==> src/rtl/dst_regs.vh <==
`ifndef DST_REGS_VH
`define DST_REGS_VH
// ----------------------------------------------------------------
// Register offsets
// ----------------------------------------------------------------
`define DST_OFF_TIMING_A   8'hf8
`define DST_OFF_TIMING_B   8'hfc
`define DST_OFF_CTRL       8'he0
`define DST_OFF_STATUS     8'he4
// ----------------------------------------------------------------
// Field positions (low bit) in timing A
// ----------------------------------------------------------------
`define DST_RD2ACT_LSB     28
`define DST_REFRESH_RECOVERY_GAP_LSB     24
`define DST_READ_DATA_LATENCY_LSB      20
`define DST_RASREF_LSB     15
`define DST_CASPG_LSB      12
`define DST_CP_LSB         9
`define DST_CAS1_LSB       6
`define DST_RCD_LSB        3
`define DST_RP_LSB         0
// ----------------------------------------------------------------
// Field positions in timing B
// ----------------------------------------------------------------
`define DST_PRE2ACT_LSB    28
`define DST_ACT2PRE_LSB    24
// ----------------------------------------------------------------
// Reset values and writable masks
// ----------------------------------------------------------------
`define DST_RST_TIMING_A   32'h00000000
`define DST_RST_TIMING_B   32'h00000000
`define DST_MASK_TIMING_A  32'hfff7ffff
`define DST_MASK_TIMING_B  32'hff000000
`define DST_RST_CTRL       32'h00000000
`endif

==> src/rtl/dst_counter.v <==
`timescale 1ns/100ps
// ----------------------------------------------------------------
// Interval down-counter: load a coded count, flag expiry
// ----------------------------------------------------------------
module dst_counter #(
    parameter W = 4
) (
    core_clk,
    rst_n,
    load,
    code,
    busy
);
    input  wire         core_clk;
    input  wire         rst_n;
    input  wire         load;
    input  wire [W-1:0] code;
    output wire         busy;

    reg [W:0] cnt_q;

    // Code zero stands for the largest count, 2**W
    always @(posedge core_clk or negedge rst_n) begin
        if (!rst_n) begin
            cnt_q <= {(W+1){1'b0}};
        end else if (load) begin
            cnt_q <= (code == {W{1'b0}}) ? {1'b1, {W{1'b0}}} : {1'b0, code};
        end else if (cnt_q != {(W+1){1'b0}}) begin
            cnt_q <= cnt_q - {{W{1'b0}}, 1'b1};
        end
    end

    assign busy = (cnt_q != {(W+1){1'b0}});
endmodule

==> src/rtl/dst_timing.v <==
// Implementation choice: the Wishbone slave port.
`timescale 1ns/100ps
// Functional notes
// - SDRAM: read with autoprecharge blocks activate for coded clocks, 0 means 16.
// - SDRAM: refresh blocks activate for coded clocks, 0 means 16.
// - SDRAM: first read beat expected coded clocks after read, 0 means 16.
// - DRAM: CBR refresh holds row strobe coded clocks, 0 means 16.
// - DRAM: page-mode column strobe asserted coded clocks, 0 means 8.
// - DRAM: page-mode column strobe negated coded clocks before reassert, 0 means 8.
// - DRAM: first or single access column strobe asserted coded clocks, 0 means 8.
// - DRAM: coded clocks from row strobe assertion to first column strobe.
// - DRAM: row strobe negated coded clocks before next assertion, 0 means 8.
// - SDRAM: precharge blocks activate for coded clocks, 0 means 16.
// - SDRAM: activate blocks precharge for coded clocks, 0 means 16.
`include "dst_regs.vh"

module dst_timing (
    core_clk,
    arst_n,
    wb_cyc_i,
    wb_stb_i,
    wb_we_i,
    wb_adr_i,
    wb_sel_i,
    wb_dat_i,
    wb_dat_o,
    wb_ack_o,
    sd_read_ap,
    sd_refresh,
    sd_precharge,
    sd_activate,
    dr_ras_rise,
    dr_ras_fall,
    dr_cas_rise,
    dr_cas_fall,
    dr_cbr,
    dr_page,
    sd_act_ok,
    sd_pre_ok,
    sd_data_due,
    dr_ras_on_ok,
    dr_ras_off_ok,
    dr_cas_on_ok,
    dr_cas_off_ok
);
    input  wire        core_clk;
    input  wire        arst_n;
    input  wire        wb_cyc_i;
    input  wire        wb_stb_i;
    input  wire        wb_we_i;
    input  wire [7:0]  wb_adr_i;
    input  wire [3:0]  wb_sel_i;
    input  wire [31:0] wb_dat_i;
    output reg  [31:0] wb_dat_o;
    output reg         wb_ack_o;
    input  wire        sd_read_ap;
    input  wire        sd_refresh;
    input  wire        sd_precharge;
    input  wire        sd_activate;
    input  wire        dr_ras_rise;
    input  wire        dr_ras_fall;
    input  wire        dr_cas_rise;
    input  wire        dr_cas_fall;
    input  wire        dr_cbr;
    input  wire        dr_page;
    output reg         sd_act_ok;
    output reg         sd_pre_ok;
    output reg         sd_data_due;
    output reg         dr_ras_on_ok;
    output reg         dr_ras_off_ok;
    output reg         dr_cas_on_ok;
    output reg         dr_cas_off_ok;

    // ----------------------------------------------------------------
    // Reset synchroniser
    // ----------------------------------------------------------------
    reg rst_s1_q;
    reg rst_n_q;
    always @(posedge core_clk or negedge arst_n) begin
        if (!arst_n) begin
            rst_s1_q <= 1'b0;
            rst_n_q  <= 1'b0;
        end else begin
            rst_s1_q <= 1'b1;
            rst_n_q  <= rst_s1_q;
        end
    end

    // ----------------------------------------------------------------
    // Registers
    // ----------------------------------------------------------------
    reg  [31:0] timing_a_q;
    reg  [31:0] timing_b_q;
    wire [31:0] status_w;

    function [31:0] merge;
        input [31:0] old;
        input [31:0] nw;
        input [3:0]  sel;
        input [31:0] mask;
        integer i;
        begin
            merge = old;
            for (i = 0; i < 4; i = i + 1) begin
                if (sel[i]) begin
                    merge[i*8 +: 8] = nw[i*8 +: 8];
                end
            end
            merge = merge & mask;
        end
    endfunction

    wire wb_req = wb_cyc_i & wb_stb_i & ~wb_ack_o;

    // Ack one cycle after the request; unmapped reads return zero, writes dropped
    always @(posedge core_clk or negedge rst_n_q) begin
        if (!rst_n_q) begin
            timing_a_q <= `DST_RST_TIMING_A;
            timing_b_q <= `DST_RST_TIMING_B;
            wb_ack_o   <= 1'b0;
            wb_dat_o   <= 32'h00000000;
        end else begin
            wb_ack_o <= wb_req;
            if (wb_req && wb_we_i) begin
                if (wb_adr_i == `DST_OFF_TIMING_A) begin
                    timing_a_q <= merge(timing_a_q, wb_dat_i, wb_sel_i, `DST_MASK_TIMING_A);
                end else if (wb_adr_i == `DST_OFF_TIMING_B) begin
                    timing_b_q <= merge(timing_b_q, wb_dat_i, wb_sel_i, `DST_MASK_TIMING_B);
                end
            end
            if (wb_req && !wb_we_i) begin
                if (wb_adr_i == `DST_OFF_TIMING_A) begin
                    wb_dat_o <= timing_a_q;
                end else if (wb_adr_i == `DST_OFF_TIMING_B) begin
                    wb_dat_o <= timing_b_q;
                end else if (wb_adr_i == `DST_OFF_STATUS) begin
                    wb_dat_o <= status_w;
                end else begin
                    wb_dat_o <= 32'h00000000;
                end
            end
        end
    end

    // ----------------------------------------------------------------
    // Interval counters
    // ----------------------------------------------------------------
    wire b_rd2act;
    wire b_refresh_recovery_gap;
    wire b_read_data_latency;
    wire b_pre2act;
    wire b_act2pre;
    wire b_rasref;
    wire b_caspg;
    wire b_cp;
    wire b_cas1;
    wire b_rcd;
    wire b_rp;

    dst_counter #(
        .W(4)
    ) u_rd2act (
        .core_clk (core_clk),
        .rst_n    (rst_n_q),
        .load     (sd_read_ap),
        .code     (timing_a_q[`DST_RD2ACT_LSB +: 4]),
        .busy     (b_rd2act)
    );

    dst_counter #(
        .W(4)
    ) u_refresh_recovery_gap (
        .core_clk (core_clk),
        .rst_n    (rst_n_q),
        .load     (sd_refresh),
        .code     (timing_a_q[`DST_REFRESH_RECOVERY_GAP_LSB +: 4]),
        .busy     (b_refresh_recovery_gap)
    );

    dst_counter #(
        .W(4)
    ) u_read_data_latency (
        .core_clk (core_clk),
        .rst_n    (rst_n_q),
        .load     (sd_read_ap),
        .code     (timing_a_q[`DST_READ_DATA_LATENCY_LSB +: 4]),
        .busy     (b_read_data_latency)
    );

    dst_counter #(
        .W(4)
    ) u_pre2act (
        .core_clk (core_clk),
        .rst_n    (rst_n_q),
        .load     (sd_precharge),
        .code     (timing_b_q[`DST_PRE2ACT_LSB +: 4]),
        .busy     (b_pre2act)
    );

    dst_counter #(
        .W(4)
    ) u_act2pre (
        .core_clk (core_clk),
        .rst_n    (rst_n_q),
        .load     (sd_activate),
        .code     (timing_b_q[`DST_ACT2PRE_LSB +: 4]),
        .busy     (b_act2pre)
    );

    dst_counter #(
        .W(4)
    ) u_rasref (
        .core_clk (core_clk),
        .rst_n    (rst_n_q),
        .load     (dr_ras_fall & dr_cbr),
        .code     (timing_a_q[`DST_RASREF_LSB +: 4]),
        .busy     (b_rasref)
    );

    dst_counter #(
        .W(3)
    ) u_caspg (
        .core_clk (core_clk),
        .rst_n    (rst_n_q),
        .load     (dr_cas_fall & dr_page),
        .code     (timing_a_q[`DST_CASPG_LSB +: 3]),
        .busy     (b_caspg)
    );

    dst_counter #(
        .W(3)
    ) u_cp (
        .core_clk (core_clk),
        .rst_n    (rst_n_q),
        .load     (dr_cas_rise & dr_page),
        .code     (timing_a_q[`DST_CP_LSB +: 3]),
        .busy     (b_cp)
    );

    dst_counter #(
        .W(3)
    ) u_cas1 (
        .core_clk (core_clk),
        .rst_n    (rst_n_q),
        .load     (dr_cas_fall & ~dr_page),
        .code     (timing_a_q[`DST_CAS1_LSB +: 3]),
        .busy     (b_cas1)
    );

    dst_counter #(
        .W(3)
    ) u_rcd (
        .core_clk (core_clk),
        .rst_n    (rst_n_q),
        .load     (dr_ras_fall & ~dr_cbr),
        .code     (timing_a_q[`DST_RCD_LSB +: 3]),
        .busy     (b_rcd)
    );

    dst_counter #(
        .W(3)
    ) u_rp (
        .core_clk (core_clk),
        .rst_n    (rst_n_q),
        .load     (dr_ras_rise),
        .code     (timing_a_q[`DST_RP_LSB +: 3]),
        .busy     (b_rp)
    );

    // Read-latency expiry edge marks the first data beat
    reg read_data_latency_busy_q;

    assign status_w = {21'h00000, b_rp, b_rcd, b_cas1, b_cp, b_caspg, b_rasref,
                       b_act2pre, b_pre2act, b_read_data_latency, b_refresh_recovery_gap, b_rd2act};

    // ----------------------------------------------------------------
    // Permission outputs, registered; a trigger in this cycle also blocks
    // ----------------------------------------------------------------
    always @(posedge core_clk or negedge rst_n_q) begin
        if (!rst_n_q) begin
            read_data_latency_busy_q  <= 1'b0;
            sd_act_ok     <= 1'b0;
            sd_pre_ok     <= 1'b0;
            sd_data_due   <= 1'b0;
            dr_ras_on_ok  <= 1'b0;
            dr_ras_off_ok <= 1'b0;
            dr_cas_on_ok  <= 1'b0;
            dr_cas_off_ok <= 1'b0;
        end else begin
            read_data_latency_busy_q  <= b_read_data_latency;
            sd_act_ok     <= ~(b_rd2act | b_refresh_recovery_gap | b_pre2act | sd_read_ap | sd_refresh | sd_precharge);
            sd_pre_ok     <= ~(b_act2pre | sd_activate);
            sd_data_due   <= read_data_latency_busy_q & ~b_read_data_latency & ~sd_read_ap;
            dr_ras_on_ok  <= ~(b_rp | dr_ras_rise);
            dr_ras_off_ok <= ~(b_rasref | (dr_ras_fall & dr_cbr));
            dr_cas_on_ok  <= ~(b_rcd | b_cp | dr_ras_fall | (dr_cas_rise & dr_page));
            dr_cas_off_ok <= ~(b_caspg | b_cas1 | dr_cas_fall);
        end
    end
endmodule

==> config.mk <==
export PLATFORM = sky130hd
export DESIGN_NAME = dst_timing
export DESIGN_NICKNAME = d
export VERILOG_FILES = /design/src/rtl/dst_counter.v /design/src/rtl/dst_timing.v
export VERILOG_INCLUDE_DIRS = /design/src /design/src/rtl
export SDC_FILE = /design/constraint.sdc
export NUM_CORES = 1
export LEC_CHECK = 0
export BUFFER_PORTS_ARGS = -buffer_cell sky130_fd_sc_hd__buf_2
export CAP_MARGIN = 10
export CORE_ASPECT_RATIO = 0.8
export CORE_UTILIZATION = 38
export DETAILED_ROUTE_END_ITERATION = 7
export PLACE_DENSITY = 0.55
export SLEW_MARGIN = 40
export SYNTH_ARGS = -nofsm -noshare
export SYNTH_HDL_FRONTEND = slang
export SYNTH_HIERARCHICAL = 1
export SYNTH_SLANG_ARGS = --single-unit
==> constraint.sdc <==
create_clock -name core_clk -period 11.2 [get_ports core_clk]
set_clock_uncertainty 0.05 [all_clocks]
set_input_delay 1.68 -clock core_clk [delete_from_list [all_inputs] [get_ports core_clk]]
set_output_delay 1.68 -clock core_clk [all_outputs]
set_load 0.005 [all_outputs]
==> summary.md <==
| Metric | Value |
|---|---|
| Synthesized Nets | `619` |
| Hold crit path type | `flip-flop to flip-flop` |
| Worst Path Arrival | `between 3 and 4 ns` |
| Run status | `finished clean` |
| DR pass1 iterations | `4` |
| Clock sink count | `131` |
| Avg Cell Area, Syn | `11.85 um^2` |
| Remaining routing DRC violations | `0` |
| Seq/Total Area, Yosys | `50.87%` |
| Worst R2R Start | `wb_ack_o$_DFF_PN0_` |
| Power density cells | `~210 nW/um^2` |
| CTS tree | `built` |
| Cts hold-fix bufs | `0` |
| Leakage | `between 0.003 and 0.004 uW` |
| Synth Instances | `544` |
| Row count | `42` |
| Top cell type's share of synthesized area | `about half` |
| Post-CTS setup buffer count | `0` |
| Die area | `17490 um^2` |
| HP Start | `rst_s1_q$_DFF_PN0_` |
| Die width | `about 150 um` |
| Distinct cells, synth | `43` |
| Vias/cell | `5.077` |
| Slack of the worst reg-to-reg path | `9.00 ns` |
| Final Hold Fails | `0` |
| Hold path depth | `0` |
| Peak supply drop | `0.1231 mV` |
| Hold Path End | `rst_n_q$_DFF_PN0_` |
| Fin. max-slew vios | `0` |
| Largest net degree at the start of global routing | `80` |
| Synth Register Bits | `131` |
| Total Routed Length | `~15 mm` |
| Crit Reg-Reg Endpoint | `wb_dat_o[6]$_DFFE_PN0P_` |
| Via count | `about 4400` |
| Synth area leader | `dfrtp_1` |
| Core Area | `16550 um^2` |
| Max-cap violations | `0` |
| Asr flop ratio synth | `100.0%` |
| CP Class | `input pin to flip-flop` |
| Gr ovfl total | `0` |
| Max Clock Freq | `between 300 and 400 MHz` |
| DRT iter0 DRCs | `244` |
| Clock transition at path regs | `0.06 ns` |
| Root buffer cell | `clkbuf_16` |
| Endpoint class of the critical path | `flip-flop` |
| Cell mode on critical path | `buf_4` |
| Number of global-route vias before repair | `about 4600` |
| Post-cts resize count | `0` |
| Top cells by area, synth | `dfrtp_1 (51%), mux2_2 (8.6%), mux2i_1 (3.3%)` |
| Setup TNS | `0 ns` |
| RSZ-0062 raised after global routing | `false` |
| ANT nets after route | `0` |
| Worst EP required | `between 10 and 15 ns` |
| Prevailing post-synth register cell | `dfrtp_1` |
| Worst hold margin | `0.3069 ns` |
| IO buf count | `96` |
| Critical-path top delay cell | `nand4bb_1` |
| Slew Limit Headroom | `46.78%` |
| Critical path cell sequence | `buf_2, nand4bb_1, buf_4, nor4_2, buf_4, a221o_1` |
| Top Ports | `99` |
| Initial Util | `38.93%` |
| GP Congestion | `0.7435` |
| Initial antenna violation count | `0` |
| # nets final | `approximately 710` |
| Clk buf depth | `2` |
| Final min period | `around 3.2 ns` |
| All-Layer GR Usage | `18.37%` |
| WL/cell | `17.00 um` |
| Ys Warns | `6` |
| Clock Latency Late Sink | `between 0.4 and 0.5 ns` |
| Final number of setup-violating endpoints | `0` |
| R2R cell count | `5` |
| Vert. Die Dim | `between 100 and 150 um` |
| Worst path max stage delay | `0.52 ns` |
| Crit path max fanout | `28` |
| Layout area overhead | `20.39%` |
| Layout cells sized above 1 | `a little under a third` |
| Most frequent cells in the layout | `dfrtp_1 (130), buf_2 (96), mux2_2 (49), inv_1 (43), nand2_1 (42)` |
| EDFF count, synth | `0` |
| Worst-Margin Slew | `0.7923 ns` |
| H-tree levels | `4` |
| CTS buffer count | `17` |
| Most common cell after layout, fill and taps aside | `dfrtp_1` |
| Global-route wire length before repair | `24.53 mm` |
| CP startpoint kind | `input pin` |
| Final period utilization | `28.54%` |
| HPWL Detailed | `10.37 mm` |
| Post-Synthesis Cell Area | `6444 um^2` |
| Ant diodes | `0` |
==> stage by stage <==
| stage | area [um^2] | utilization, % | setup slack, ns | instances | power (uW) |
|---|---|---|---|---|---|
| after floorplan | 6444 | - | 7.230 | 544 | 962.6 |
| after global placement | 7103 | 42.91 | 7.576 | 839 | 1032 |
| after detailed placement | 7108 | 42.94 | 7.566 | 839 | 1055 |
| after CTS | 7757 | 46.86 | 8.009 | 871 | 1679 |
| after global routing | 7757 | 46.86 | 7.869 | 871 | 1761 |
| final | 7757 | 46.86 | 8.004 | 871 | 1660 |
==> layout make-up <==
| type | instances | area (um^2) |
|---|---|---|
| flip-flops and latches | 131 | 3282 |
| well taps | 220 | 275.3 |
| clock buffers | 19 | 442.9 |
| clock inverters | 13 | 206.4 |
| repair buffers | 99 | 506.7 |
| multi-input cells | 346 | 2883 |
| fillers | 1517 | 8796 |
| inverters | 43 | 161.4 |
==> critical path, delay by kind of cell <==
kind / cells / cell delay, ns
AOI/OAI and AO/OA: 1 / 0.17
buffers and inverters: 3 / 0.81
and+or+nand+nor: 2 / 0.83
==> where the power goes <==
group | leakage [uW] | switching, uW | internal, uW
registers | 0.00173 | 75.0 | 555
logic | 0.00167 | 200 | 217
clock network | 0.000313 | 212 | 400
total | 0.00371 | 488 | 1170
==> state kept, by name, indices dropped and copies added, names as in the netlist, 5 cells and up <==
signal                        count
timing_b_q                        8
u_act2pre/cnt_q                   5
wb_dat_o                         31
u_rasref/cnt_q                    5
u_pre2act/cnt_q                   5
timing_a_q                       31
u_refresh_recovery_gap/cnt_q      5
u_rd2act/cnt_q                    5
u_read_data_latency/cnt_q         5
==> per-layer routing <==
layer	vias up	routed length (um)	track usage, %
met3	14	797	4.595
met4	0	176	6.186
met5	-	0	0
li1	2133	-	-
met2	89	6504	26.74
met1	2186	7331	26.47
==> cells in the mapped netlist, types with 9 or more instances <==
master	n
mux2_2	49
o21ai_0	22
dfrtp_1	131
xnor2_1	23
a22o_1	12
or4_1	9
ha_1	16
mux2i_1	21
nand4_1	9
o31ai_1	18
nor3_1	13
nand2_1	42
inv_1	43
a221o_1	11
and2_1	14
==> cells by family after synthesis <==
logic type	share of synthesized area, %
DFF	50.87
adders and majority gates	3.107
other	0.1165
xor gates and xnor gates	3.126
buffers and inverters	4.408
AOI/OAI and AO/OA	8.466
and+or+nand+nor	17.90
muxes	12.00
==> how the worst max path moves through the flow <==
stage,startpoint,cells after the start,endpoint
2_1_floorplan,rst_n_q$_DFF_PN0_,0,dr_cas_off_ok$_DFF_PN0_
3_3_place_gp,wb_we_i,6,wb_dat_o[5]$_DFFE_PN0P_
3_5_place_dp,wb_we_i,6,wb_dat_o[6]$_DFFE_PN0P_
4_1_cts,wb_we_i,5,wb_dat_o[30]$_DFFE_PN0P_
5_1_grt,wb_we_i,5,wb_dat_o[30]$_DFFE_PN0P_
6_report,wb_we_i,6,wb_dat_o[6]$_DFFE_PN0P_
Power figures use the tool's default switching activity.
